===== config.mk =====
export PLATFORM = sky130hd
export DESIGN_NAME = sccu_top
export DESIGN_NICKNAME = d
export VERILOG_FILES = /design/src/hdl/sccu_pkg.sv /design/src/hdl/sccu_top.sv
export SDC_FILE = /design/constraint.sdc
export NUM_CORES = 1
export LEC_CHECK = 0
export BUFFER_PORTS_ARGS = -buffer_cell sky130_fd_sc_hd__buf_2
export CORE_UTILIZATION = 50
export DETAILED_ROUTE_END_ITERATION = 6
export PLACE_DENSITY = 0.83
export SETUP_SLACK_MARGIN = 0.15
export SYNTH_ARGS = -nofsm -noshare
export SYNTH_HDL_FRONTEND = slang
export SYNTH_SLANG_ARGS = --single-unit

===== constraint.sdc =====
create_clock -name aclk -period 6.3 [get_ports aclk]
set_clock_uncertainty 0.15 [all_clocks]
set_input_delay 1.26 -clock aclk [delete_from_list [all_inputs] [get_ports aclk]]
set_output_delay 1.26 -clock aclk [all_outputs]
set_load 0.01 [all_outputs]

===== src/hdl/sccu_pkg.sv =====
// Package of offsets, field positions, reset values and timing for the serial control block
//------------------------------------------------------------------------------
//------------------------------------------------------------------------------
package sccu_pkg;
    // Bus geometry
    localparam int         ADDR_W       = 5;
    localparam logic [1:0] RESP_OKAY    = 2'h0;
    localparam logic [1:0] RESP_SLVERR  = 2'h2;
    // Register byte offsets
    localparam logic [4:0] OFS_CTRL     = 5'h00;
    localparam logic [4:0] OFS_FMT      = 5'h04;
    localparam logic [4:0] OFS_STAT     = 5'h08;
    localparam logic [4:0] OFS_TXBUF    = 5'h0C;
    localparam logic [4:0] OFS_RXBUF    = 5'h10;
    localparam logic [4:0] OFS_IRQ_STAT = 5'h14;
    localparam logic [4:0] OFS_IRQ_MASK = 5'h18;
    // Control word fields
    localparam int CTL_TIE  = 7;
    localparam int CTL_RIE  = 6;
    localparam int CTL_TE   = 5;
    localparam int CTL_RE   = 4;
    localparam int CTL_MULTIPROC_WAIT_IRQ_ENABLE = 3;
    localparam int CTL_CLOCK_SOURCE_SELECT = 1;
    localparam int CTL_ASYNC_CLOCK_OUTPUT_SELECT = 0;
    // Format word fields
    localparam int FMT_SYNC = 7;
    localparam int FMT_PE   = 5;
    localparam int FMT_ODD  = 4;
    localparam int FMT_MP   = 2;
    // Status word fields
    localparam int ST_TX_HOLDING_EMPTY_FLAG  = 7;
    localparam int ST_RX_HOLDING_FULL_FLAG  = 6;
    localparam int ST_OVERRUN_ERROR_FLAG  = 5;
    localparam int ST_FER   = 4;
    localparam int ST_PER   = 3;
    localparam int ST_MPB   = 1;
    localparam int ST_MPBT  = 0;
    // Interrupt status and mask fields
    localparam int IRQ_TX   = 0;
    localparam int IRQ_RX   = 1;
    localparam int IRQ_ERR  = 2;
    // Reset values
    localparam logic [7:0] CTRL_RST  = 8'h00;
    localparam logic [7:0] FMT_RST   = 8'h00;
    localparam logic [7:0] TXBUF_RST = 8'hFF;
    localparam logic [7:0] RXBUF_RST = 8'h00;
    localparam logic [2:0] IRQ_RST   = 3'h0;
    // Bit timing in system clock cycles
    localparam logic [7:0] BIT_CYCLES  = 8'h10;
    localparam logic [7:0] HALF_CYCLES = 8'h08;
    // Frame lengths in bits after the start bit; FRAME_TOP is the longest whole frame, start bit included
    localparam logic [3:0] SYNC_BITS  = 4'h8;
    localparam logic [3:0] ASYNC_BITS = 4'h9;
    localparam logic [3:0] FRAME_TOP  = 4'hB;
    // State machines
    typedef enum logic [1:0] {TX_IDLE = 2'b00, TX_SHIFT = 2'b01} sccu_tx_state_t;
    typedef enum logic [1:0] {RX_IDLE = 2'b00, RX_START = 2'b01, RX_DATA = 2'b11} sccu_rx_state_t;
endpackage


===== src/hdl/sccu_top.sv =====
// Serial control unit: control word, status flags, request gating and AXI4-Lite slave
`timescale 1ns/1ps
module sccu_top (
    // Clock and reset
    input  wire logic                      aclk,
    input  wire logic                      aresetn,
    // Power management
    input  wire logic                      standby_req,
    // AXI4-Lite write channels
    input  wire logic                      awvalid,
    output logic                           awready,
    input  wire logic [sccu_pkg::ADDR_W-1:0] awaddr,
    input  wire logic                      wvalid,
    output logic                           wready,
    input  wire logic [31:0]               wdata,
    input  wire logic [3:0]                wstrb,
    output logic                           bvalid,
    input  wire logic                      bready,
    output logic [1:0]                     bresp,
    // AXI4-Lite read channels
    input  wire logic                      arvalid,
    output logic                           arready,
    input  wire logic [sccu_pkg::ADDR_W-1:0] araddr,
    output logic                           rvalid,
    input  wire logic                      rready,
    output logic [31:0]                    rdata,
    output logic [1:0]                     rresp,
    // Serial line
    output logic                           txd_out,
    input  wire logic                      rxd_in,
    input  wire logic                      sck_in,
    output logic                           sck_out,
    output logic                           sck_oe,
    // Interrupt requests
    output logic                           tx_empty_irq_line,
    output logic                           rx_full_irq_line,
    output logic                           rx_fault_irq_line,
    output logic                           irq
);
    import sccu_pkg::*;

    //--------------------------------------------------------------------------
    // Register bus
    //--------------------------------------------------------------------------
    logic              aw_hold_reg, w_hold_reg;
    logic [ADDR_W-1:0] aw_addr_reg, ar_addr;
    logic [7:0]        w_data_reg;
    logic              w_lane_reg;
    logic [7:0]        ctrl_reg, fmt_reg, txbuf_reg, rxbuf_reg, stat_reg;
    logic [2:0]        irq_stat_reg, irq_mask_reg;
    logic [4:0]        seen_reg;

    // Write fires once address and data are both held and the response slot is free
    wire wr_fire   = aw_hold_reg & w_hold_reg & ~bvalid;
    wire wr_en     = wr_fire & w_lane_reg;
    wire ar_take   = arvalid & arready;
    wire wr_ctrl   = wr_en & (aw_addr_reg == OFS_CTRL);
    wire wr_fmt    = wr_en & (aw_addr_reg == OFS_FMT);
    wire wr_stat   = wr_en & (aw_addr_reg == OFS_STAT);
    wire wr_txbuf  = wr_en & (aw_addr_reg == OFS_TXBUF);
    wire wr_istat  = wr_en & (aw_addr_reg == OFS_IRQ_STAT);
    wire wr_imask  = wr_en & (aw_addr_reg == OFS_IRQ_MASK);
    wire rd_stat   = ar_take & (araddr == OFS_STAT);
    assign ar_addr = araddr;

    function automatic logic mapped(input logic [ADDR_W-1:0] a);
        mapped = (a == OFS_CTRL) | (a == OFS_FMT) | (a == OFS_STAT) | (a == OFS_TXBUF) |
                 (a == OFS_RXBUF) | (a == OFS_IRQ_STAT) | (a == OFS_IRQ_MASK);
    endfunction

    // Read data mux; the byte registers sit in the low lane
    logic [7:0] rd_byte;
    always_comb begin
        case (ar_addr)
            OFS_CTRL:     rd_byte = ctrl_reg;
            OFS_FMT:      rd_byte = fmt_reg;
            OFS_STAT:     rd_byte = stat_reg;
            OFS_TXBUF:    rd_byte = txbuf_reg;
            OFS_RXBUF:    rd_byte = rxbuf_reg;
            OFS_IRQ_STAT: rd_byte = {5'h00, irq_stat_reg};
            OFS_IRQ_MASK: rd_byte = {5'h00, irq_mask_reg};
            default:      rd_byte = 8'h00;
        endcase
    end

    // Channel handshakes: one write and one read in flight
    always_ff @(posedge aclk) begin
        if (!aresetn) begin
            awready <= 1'b1;  wready <= 1'b1;  aw_hold_reg <= 1'b0;  w_hold_reg <= 1'b0;
            aw_addr_reg <= '0; w_data_reg <= 8'h00; w_lane_reg <= 1'b0;
            bvalid <= 1'b0;   bresp <= RESP_OKAY;
            arready <= 1'b1;  rvalid <= 1'b0;  rdata <= 32'h0000_0000;  rresp <= RESP_OKAY;
        end else begin
            if (awvalid & awready) begin
                awready <= 1'b0;  aw_hold_reg <= 1'b1;  aw_addr_reg <= awaddr;
            end
            if (wvalid & wready) begin
                wready <= 1'b0;  w_hold_reg <= 1'b1;
                w_data_reg <= wdata[7:0];  w_lane_reg <= wstrb[0];
            end
            if (wr_fire) begin
                aw_hold_reg <= 1'b0;  w_hold_reg <= 1'b0;  bvalid <= 1'b1;
                bresp <= mapped(aw_addr_reg) ? RESP_OKAY : RESP_SLVERR;
            end else if (bvalid & bready) begin
                bvalid <= 1'b0;  awready <= 1'b1;  wready <= 1'b1;
            end
            if (ar_take) begin
                arready <= 1'b0;  rvalid <= 1'b1;  rdata <= {24'h000000, rd_byte};
                rresp <= mapped(araddr) ? RESP_OKAY : RESP_SLVERR;
            end else if (rvalid & rready) begin
                rvalid <= 1'b0;  arready <= 1'b1;
            end
        end
    end

    //--------------------------------------------------------------------------
    // Mode decode
    //--------------------------------------------------------------------------
    wire sync_mode = fmt_reg[FMT_SYNC];
    wire mp_act    = fmt_reg[FMT_MP] & ~sync_mode;
    wire mp_wait   = ctrl_reg[CTL_MULTIPROC_WAIT_IRQ_ENABLE] & mp_act;
    wire has_extra = ~sync_mode & (fmt_reg[FMT_MP] | fmt_reg[FMT_PE]);
    wire clk_out   = ~ctrl_reg[CTL_CLOCK_SOURCE_SELECT] & (sync_mode | ctrl_reg[CTL_ASYNC_CLOCK_OUTPUT_SELECT]);

    function automatic logic par_bit(input logic [7:0] d, input logic odd);
        par_bit = (^d) ^ odd;
    endfunction

    //--------------------------------------------------------------------------
    // Bit clock divider: half-bit enable, bit enable every second one
    //--------------------------------------------------------------------------
    logic [7:0] half_cnt_reg;
    logic       phase_reg;
    wire        half_tick = (half_cnt_reg == HALF_CYCLES - 8'h01);
    wire        bit_tick  = half_tick & phase_reg;

    always_ff @(posedge aclk) begin
        if (!aresetn) begin
            half_cnt_reg <= 8'h00;  phase_reg <= 1'b0;  sck_out <= 1'b1;  sck_oe <= 1'b0;
        end else begin
            half_cnt_reg <= half_tick ? 8'h00 : half_cnt_reg + 8'h01;
            if (half_tick) phase_reg <= ~phase_reg;
            sck_oe  <= clk_out;
            sck_out <= clk_out ? (half_tick ? ~sck_out : sck_out) : 1'b1;
        end
    end

    //--------------------------------------------------------------------------
    // Transmitter: holding buffer to shifter, LSB first
    //--------------------------------------------------------------------------
    sccu_tx_state_t tx_state_reg;
    logic [10:0]    tx_sh_reg;
    logic [3:0]     tx_left_reg;
    wire            tx_extra = fmt_reg[FMT_MP] ? stat_reg[ST_MPBT]
                             : par_bit(txbuf_reg, fmt_reg[FMT_ODD]);
    // Starts only once software cleared the empty flag after a refill
    wire            tx_load  = ctrl_reg[CTL_TE] & ~stat_reg[ST_TX_HOLDING_EMPTY_FLAG] & (tx_state_reg == TX_IDLE);

    always_ff @(posedge aclk) begin
        if (!aresetn) begin
            tx_state_reg <= TX_IDLE;  tx_sh_reg <= '1;  tx_left_reg <= 4'h0;  txd_out <= 1'b1;
        end else begin
            case (tx_state_reg)
                TX_IDLE: begin
                    txd_out <= 1'b1;
                    if (tx_load) begin
                        tx_state_reg <= TX_SHIFT;
                        tx_sh_reg    <= {1'b1, has_extra ? tx_extra : 1'b1, txbuf_reg, 1'b0};
                        tx_left_reg  <= has_extra ? FRAME_TOP : FRAME_TOP - 4'h1;
                    end
                end
                TX_SHIFT: begin
                    if (bit_tick) begin
                        if (tx_left_reg == 4'h0) begin
                            tx_state_reg <= TX_IDLE;  txd_out <= 1'b1;
                        end else begin
                            txd_out     <= tx_sh_reg[0];
                            tx_sh_reg   <= {1'b1, tx_sh_reg[10:1]};
                            tx_left_reg <= tx_left_reg - 4'h1;
                        end
                    end
                end
                default: tx_state_reg <= TX_IDLE;
            endcase
        end
    end

    //--------------------------------------------------------------------------
    // Receiver: async start-bit search or clocked sampling on serial clock
    //--------------------------------------------------------------------------
    sccu_rx_state_t rx_state_reg;
    logic [10:0]    rx_sh_reg;
    logic [7:0]     rx_cnt_reg;
    logic [3:0]     rx_bits_reg;
    logic           sck_prev_reg, rx_done_reg;
    wire            rx_on    = ctrl_reg[CTL_RE];
    wire            sck_rise = sck_in & ~sck_prev_reg;
    wire [3:0]      rx_need  = sync_mode ? SYNC_BITS : ASYNC_BITS + {3'h0, has_extra};
    wire            rx_samp  = sync_mode ? sck_rise : (rx_cnt_reg == 8'h00);
    wire            rx_last  = (rx_bits_reg + 4'h1 == rx_need);
    wire [10:0]     rx_al    = rx_sh_reg >> (FRAME_TOP - rx_need);
    wire [7:0]      rx_data  = rx_al[7:0];
    wire            rx_extra = rx_al[8];
    wire            rx_stop  = has_extra ? rx_al[9] : rx_al[8];

    // Dropping the enable abandons a frame without touching any flag
    always_ff @(posedge aclk) begin
        if (!aresetn) begin
            rx_state_reg <= RX_IDLE;  rx_sh_reg <= '0;  rx_cnt_reg <= 8'h00;
            rx_bits_reg <= 4'h0;  sck_prev_reg <= 1'b0;  rx_done_reg <= 1'b0;
        end else begin
            sck_prev_reg <= sck_in;
            rx_done_reg  <= 1'b0;
            rx_cnt_reg   <= (rx_cnt_reg == 8'h00) ? 8'h00 : rx_cnt_reg - 8'h01;
            case (rx_state_reg)
                RX_IDLE: begin
                    rx_bits_reg <= 4'h0;
                    if (rx_on & sync_mode & sck_rise) begin
                        rx_state_reg <= RX_DATA;
                        rx_sh_reg    <= {rxd_in, rx_sh_reg[10:1]};
                        rx_bits_reg  <= 4'h1;
                    end else if (rx_on & ~sync_mode & ~rxd_in) begin
                        rx_state_reg <= RX_START;
                        rx_cnt_reg   <= HALF_CYCLES - 8'h01;
                    end
                end
                RX_START: begin
                    if (!rx_on) rx_state_reg <= RX_IDLE;
                    else if (rx_cnt_reg == 8'h00) begin
                        rx_state_reg <= rxd_in ? RX_IDLE : RX_DATA;      // glitch rejection
                        rx_cnt_reg   <= BIT_CYCLES - 8'h01;
                    end
                end
                RX_DATA: begin
                    if (!rx_on) rx_state_reg <= RX_IDLE;
                    else if (rx_samp) begin
                        rx_sh_reg   <= {rxd_in, rx_sh_reg[10:1]};
                        rx_bits_reg <= rx_bits_reg + 4'h1;
                        rx_cnt_reg  <= BIT_CYCLES - 8'h01;
                        if (rx_last) begin
                            rx_state_reg <= RX_IDLE;  rx_done_reg <= 1'b1;
                        end
                    end
                end
                default: rx_state_reg <= RX_IDLE;
            endcase
        end
    end

    //--------------------------------------------------------------------------
    // Frame outcome and flag next values (set wins over software clear)
    //--------------------------------------------------------------------------
    wire rx_drop   = rx_done_reg & mp_wait & ~rx_extra;
    wire rx_wake   = rx_done_reg & mp_wait & rx_extra;
    wire rx_accept = rx_done_reg & ~rx_drop;
    wire rx_move   = rx_accept & ~stat_reg[ST_RX_HOLDING_FULL_FLAG];
    wire rx_over   = rx_accept & stat_reg[ST_RX_HOLDING_FULL_FLAG];
    wire fer_set   = rx_move & ~sync_mode & ~rx_stop;
    wire per_set   = rx_move & ~sync_mode & fmt_reg[FMT_PE] & ~fmt_reg[FMT_MP] &
                     (par_bit(rx_data, fmt_reg[FMT_ODD]) != rx_extra);
    // A flag clears only if it was read as one and is then written zero
    wire [4:0] flag_now = {stat_reg[ST_TX_HOLDING_EMPTY_FLAG], stat_reg[ST_RX_HOLDING_FULL_FLAG], stat_reg[ST_OVERRUN_ERROR_FLAG],
                           stat_reg[ST_FER], stat_reg[ST_PER]};
    wire [4:0] flag_wr  = {w_data_reg[ST_TX_HOLDING_EMPTY_FLAG], w_data_reg[ST_RX_HOLDING_FULL_FLAG], w_data_reg[ST_OVERRUN_ERROR_FLAG],
                           w_data_reg[ST_FER], w_data_reg[ST_PER]};
    wire [4:0] flag_clr = {5{wr_stat}} & seen_reg & ~flag_wr;
    wire tx_holding_empty_flag_next = ~ctrl_reg[CTL_TE] | tx_load | (stat_reg[ST_TX_HOLDING_EMPTY_FLAG] & ~flag_clr[4]);
    wire rx_holding_full_flag_next = rx_move | (stat_reg[ST_RX_HOLDING_FULL_FLAG] & ~flag_clr[3]);
    wire overrun_error_flag_next = rx_over | (stat_reg[ST_OVERRUN_ERROR_FLAG] & ~flag_clr[2]);
    wire fer_next  = fer_set | (stat_reg[ST_FER] & ~flag_clr[1]);
    wire per_next  = per_set | (stat_reg[ST_PER] & ~flag_clr[0]);
    wire mpb_next  = (rx_done_reg & mp_act) ? rx_extra : stat_reg[ST_MPB];
    wire mpbt_next = wr_stat ? w_data_reg[ST_MPBT] : stat_reg[ST_MPBT];

    // Control word: bus write, standby clear, hardware clear of the wait enable
    wire [7:0] ctrl_wr   = wr_ctrl ? w_data_reg : ctrl_reg;
    wire [7:0] ctrl_next = standby_req ? CTRL_RST
                         : (ctrl_wr & ~({7'h00, rx_wake} << CTL_MULTIPROC_WAIT_IRQ_ENABLE));

    always_ff @(posedge aclk) begin
        if (!aresetn) begin
            ctrl_reg <= CTRL_RST;  fmt_reg <= FMT_RST;  txbuf_reg <= TXBUF_RST;
            rxbuf_reg <= RXBUF_RST;  stat_reg <= 8'h80;  seen_reg <= 5'h00;
        end else begin
            ctrl_reg  <= ctrl_next;
            fmt_reg   <= standby_req ? FMT_RST : (wr_fmt ? w_data_reg : fmt_reg);
            if (wr_txbuf) txbuf_reg <= w_data_reg;
            if (rx_move) rxbuf_reg <= rx_data;
            stat_reg  <= {tx_holding_empty_flag_next, rx_holding_full_flag_next, overrun_error_flag_next, fer_next, per_next,
                          1'b0, mpb_next, mpbt_next};
            seen_reg  <= wr_stat ? 5'h00 : (seen_reg | (rd_stat ? flag_now : 5'h00));
        end
    end

    //--------------------------------------------------------------------------
    // Requests: flag AND enable, registered; sticky copy for the shared line
    //--------------------------------------------------------------------------
    wire tx_req  = ctrl_reg[CTL_TIE] & stat_reg[ST_TX_HOLDING_EMPTY_FLAG];
    wire rx_req  = ctrl_reg[CTL_RIE] & stat_reg[ST_RX_HOLDING_FULL_FLAG];
    wire err_req = ctrl_reg[CTL_RIE] &
                   (stat_reg[ST_FER] | stat_reg[ST_PER] | stat_reg[ST_OVERRUN_ERROR_FLAG]);
    wire [2:0] irq_evt  = {err_req & ~rx_fault_irq_line, rx_req & ~rx_full_irq_line,
                           tx_req & ~tx_empty_irq_line};
    wire [2:0] irq_w1c  = wr_istat ? w_data_reg[2:0] : 3'h0;
    wire [2:0] irq_next = (irq_stat_reg & ~irq_w1c) | irq_evt;

    always_ff @(posedge aclk) begin
        if (!aresetn) begin
            tx_empty_irq_line <= 1'b0;  rx_full_irq_line <= 1'b0;  rx_fault_irq_line <= 1'b0;
            irq_stat_reg <= IRQ_RST;  irq_mask_reg <= IRQ_RST;  irq <= 1'b0;
        end else begin
            tx_empty_irq_line <= tx_req;
            rx_full_irq_line  <= rx_req;
            rx_fault_irq_line <= err_req;
            irq_stat_reg      <= irq_next;
            if (wr_imask) irq_mask_reg <= w_data_reg[2:0];
            irq <= |(irq_next & irq_mask_reg);
        end
    end

    //--------------------------------------------------------------------------
    // Checks
    //--------------------------------------------------------------------------
    chk_standby_clear: assert property (@(posedge aclk) disable iff (!aresetn)
        standby_req |=> (ctrl_reg == CTRL_RST)) else $error("control not cleared in standby");
    chk_tx_holding_empty_flag_fixed: assert property (@(posedge aclk) disable iff (!aresetn)
        !ctrl_reg[CTL_TE] |=> stat_reg[ST_TX_HOLDING_EMPTY_FLAG]) else $error("empty flag not held at one");
    chk_tx_irq_follow: assert property (@(posedge aclk) disable iff (!aresetn)
        (ctrl_reg[CTL_TIE] && stat_reg[ST_TX_HOLDING_EMPTY_FLAG]) |=> tx_empty_irq_line)
        else $error("tx request missing");
    chk_tx_irq_drop: assert property (@(posedge aclk) disable iff (!aresetn)
        !ctrl_reg[CTL_TIE] |=> !tx_empty_irq_line) else $error("tx request not withdrawn");
    chk_rx_irq_gate: assert property (@(posedge aclk) disable iff (!aresetn)
        rx_full_irq_line == $past(ctrl_reg[CTL_RIE] & stat_reg[ST_RX_HOLDING_FULL_FLAG]))
        else $error("rx request not flag and enable");
    chk_fault_irq_gate: assert property (@(posedge aclk) disable iff (!aresetn)
        (!ctrl_reg[CTL_RIE]) |=> !rx_fault_irq_line) else $error("fault request ungated");
    chk_rx_flags_hold: assert property (@(posedge aclk) disable iff (!aresetn)
        (!rx_on && !wr_stat && !rx_done_reg) |=> $stable(stat_reg[ST_RX_HOLDING_FULL_FLAG:ST_PER]))
        else $error("receive flags moved while receiver off");
    chk_mp_wait_drop: assert property (@(posedge aclk) disable iff (!aresetn)
        (rx_drop && !wr_stat) |=> $stable(stat_reg[ST_RX_HOLDING_FULL_FLAG:ST_FER]) && $stable(rxbuf_reg))
        else $error("word accepted while waiting");
    chk_mp_wake: assert property (@(posedge aclk) disable iff (!aresetn)
        rx_wake |=> !ctrl_reg[CTL_MULTIPROC_WAIT_IRQ_ENABLE] && stat_reg[ST_MPB]) else $error("wait not ended");
    chk_tx_start: assert property (@(posedge aclk) disable iff (!aresetn)
        tx_load |-> ##[1:40] !txd_out) else $error("start bit not sent");
    chk_clk_out_gate: assert property (@(posedge aclk) disable iff (!aresetn)
        (ctrl_reg[CTL_CLOCK_SOURCE_SELECT] || (!sync_mode && !ctrl_reg[CTL_ASYNC_CLOCK_OUTPUT_SELECT])) |=> !sck_oe)
        else $error("clock output driven when not selected");
endmodule


==> results.txt <==
Highest Signal Layer - met4
Most common cell in the netlist - dfxtp_1
EDFF count, synth - 0
Pwr dens - 297 nW/µm²
Library cells used by synthesis - 67
Post-layout util - 0.583
Vias per cell - 5.56
CP peak stage delay - 520 ps
Slew of the pin with the lowest slew margin - 1110 ps
Setup TNS - 0 ps
Worst-Skew Late Latency - 420 ps
Psw - 0.000541 W
Multi-input gate area - 3460 µm²
VDD IR max - 0.233 mV
Ratio of cells with drive above 1 in the final layout - 0.125
Clock tree buffer depth - 2
Final worst-path cycle share - 0.482
WL met2 - 6990 µm
Seq pwr share - 0.427
Nets - 868
Initial Util - 0.516
Top-Level Pins - 104
Total grt overflow - 0
Nature of the critical path endpoint - flip-flop
RSZ-0062 raised after global routing - false
Root Buffer - clkbuf_16
Setup violations, final - 0
Core ar. - 12700 µm²
Hold path cells - 2
Seq/Total Area, Yosys - 0.421
Post-route antenna net violation count - 0
Crit path DAT - 3180 ps
Worst rel slew slack - 0.258
Highest-delay cell along the critical path - buf_4
Fin. Hold Viols - 0
Synthesized flop and latch total - 138
Instance area at placement - 6810 µm²
Initial antenna violation count - 0
Final instance area - 7420 µm²
Cell Chain, Critical Path - buf_2 -> buf_4 -> inv_2 -> buf_4 -> nor2_1 -> a221o_1
P_leak - 2.97 nW
Initial DRT Pass Iterations - 5
FF-to-FF path depth - 6
Netlist Area Pre-Place - 6560 µm²
Total wire length - 15100 µm
DIE AREA - 13600 µm²
I/O Buffers - 50
Cell-internal power - 0.00167 W
Outcome - finished clean
Sequential cell area - 2760 µm²
Post-cts sizing count - 0
Ranking of synthesized cells by area - dfxtp_1 (42%), mux2i_1 (9.2%), nand2_1 (5.9%)
R2R Path Start - fmt_reg[2]
TritonCTS clock tree - yes
CP Max Fanout - 40
Met3 wire length - 1060 µm
Overall routing resource usage - 0.239
Share of the synthesized area in the top cell type - 0.421
Vias in the first global route - 5093
Post-route minimum period - 3040 ps
CP Launch Type - input port
Clock Pin Slew Worst Setup and Hold Paths - 60 ps
WL met1 - 6870 µm
Rows - 41
Setup bufs post-CTS - 0
Worst reg2reg setup slack - 3280 ps
Most frequent cells after synthesis - dfxtp_1 (138), nand2_1 (103), nor2_1 (87)
Dominant cell type by area after synthesis - dfxtp_1
Setup crit end - irq
TritonCTS buffer count - 17
Crit path depth - 6
Switch share - 0.245
Die Height - 117 µm
Post-DR wirelength/cell - 15.3 µm
Worst Path Required - 6440 ps
Vias - 5509
Top delay family on crit path - buffers and inverters
Dpl ws - 2860 ps
Crit path from - aresetn
First-pass GRT wire length - 24800 µm
Asr flop ratio synth - 0
Syn avg cell area - 8.49 µm²
Final worst slack - 3260 ps
Kind of critical path - input port to flip-flop
# diodes - 0
Remaining DRCs - 0
Area grow syn2layout - 13.1%
Final Max Slew Viols - 0
Logic pwr share - 0.107
HPWL Detailed - 10400 µm
# hold bufs at CTS - 0
Fmax - 0.329 GHz
Clk network pwr share - 0.467
Ys Warns - 0
H-tree lvl count - 4
GP Congestion - 0.870
Min-delay worst type - flip-flop to flip-flop
CTS sink cnt - 138
Number of buffers and inverters on the critical path - 4
Largest net degree at the start of global routing - 41
Die W - 117 µm
Post-synth top flop - dfxtp_1
Hold Slack - 305 ps
R2r endpoint - stat_reg[3]
Post-Syn Instances - 773
Max-Cap Viols - 0
Iter 0 DRT Violations - 429
# fillers - 1143
Crit-path most repeated cell - buf_4
worst min-delay path: cells and delay by family, from the launching register on:
kind               cells  cell delay (ps)
AOI/OAI and AO/OA      1               50
and+or+nand+nor        1               50
DFF                    1              310
placed cells by master (no fill, tap or decap), types with 6 or more instances in the layout:
cell       synthesis  routed
a21oi_1           66      66
mux2i_1           60      60
clkbuf_16          0      17
xor2_1            13      13
nor2_1            87      87
o211ai_1          10      10
buf_2              5      50
ha_1               6       6
a21o_1             6       6
and2_1             6       6
inv_1             21      20
nand3_1           21      21
o21ai_0           41      41
conb_1             1      26
nand2_1          103     103
nor3_1            11      11
xnor2_1           16      16
nand2b_1          12      12
dfxtp_1          138     138
power by group through the flow:
stage	registers, W	clock network (W)	logic, W
2_1_floorplan	0.000952	0	0.000194
3_3_place_gp	0.000958	0	0.000224
3_5_place_dp	0.000959	0	0.000235
4_1_cts	0.000941	0.00104	0.000236
5_1_grt	0.000945	0.00108	0.000270
6_report	0.000942	0.00103	0.000235
through the flow:
stage | power (W) | std cells
global route | 0.00230 | 990
finish | 0.00221 | 990
floorplan | 0.00115 | 798
CTS | 0.00222 | 990
global placement | 0.00118 | 959
detailed placement | 0.00119 | 959
metal layers:
metal | GRT usage | vias to the layer above
met5 | 0 | -
met4 | 0.0658 | 0
met3 | 0.0659 | 23
met2 | 0.382 | 217
met1 | 0.318 | 2581
li1 | - | 2688
logic make-up (layout without fill, tap and decap cells):
kind of cell / Yosys count / after routing / share of synthesized area
flops: 138 / 138 / 0.421
xor+xnor: 32 / 32 / 0.0490
simple gates: 277 / 277 / 0.192
buf+inv: 88 / 108 / 0.0662
compound gates: 167 / 167 / 0.158
other cells: 1 / 26 / 0.000571
mux: 64 / 64 / 0.102
fa+ha+maj: 6 / 6 / 0.0114
area by class of cell:
| type | count | share of cell area |
|---|---|---|
| multi-input combinational | 572 | 0.466 |
| clock buffer | 24 | 0.0676 |
| clock inverter | 7 | 0.0152 |
| inverter | 22 | 0.0111 |
| tap | 172 | 0.0290 |
| sequential | 138 | 0.372 |
| timing repair buffer | 55 | 0.0388 |
worst min path at each step:
stage                      startpoint     endpoint  slack (ps)
after floorplan           ctrl_reg[5]  stat_reg[7]         260
after global placement     w_lane_reg   w_lane_reg         290
after detailed placement     rdata[3]     rdata[3]         300
after CTS                    rdata[3]     rdata[3]         310
after global routing         rdata[4]     rdata[4]         320
final                        rdata[4]     rdata[4]         310
No activity file was read; power rests on OpenSTA's default activity.
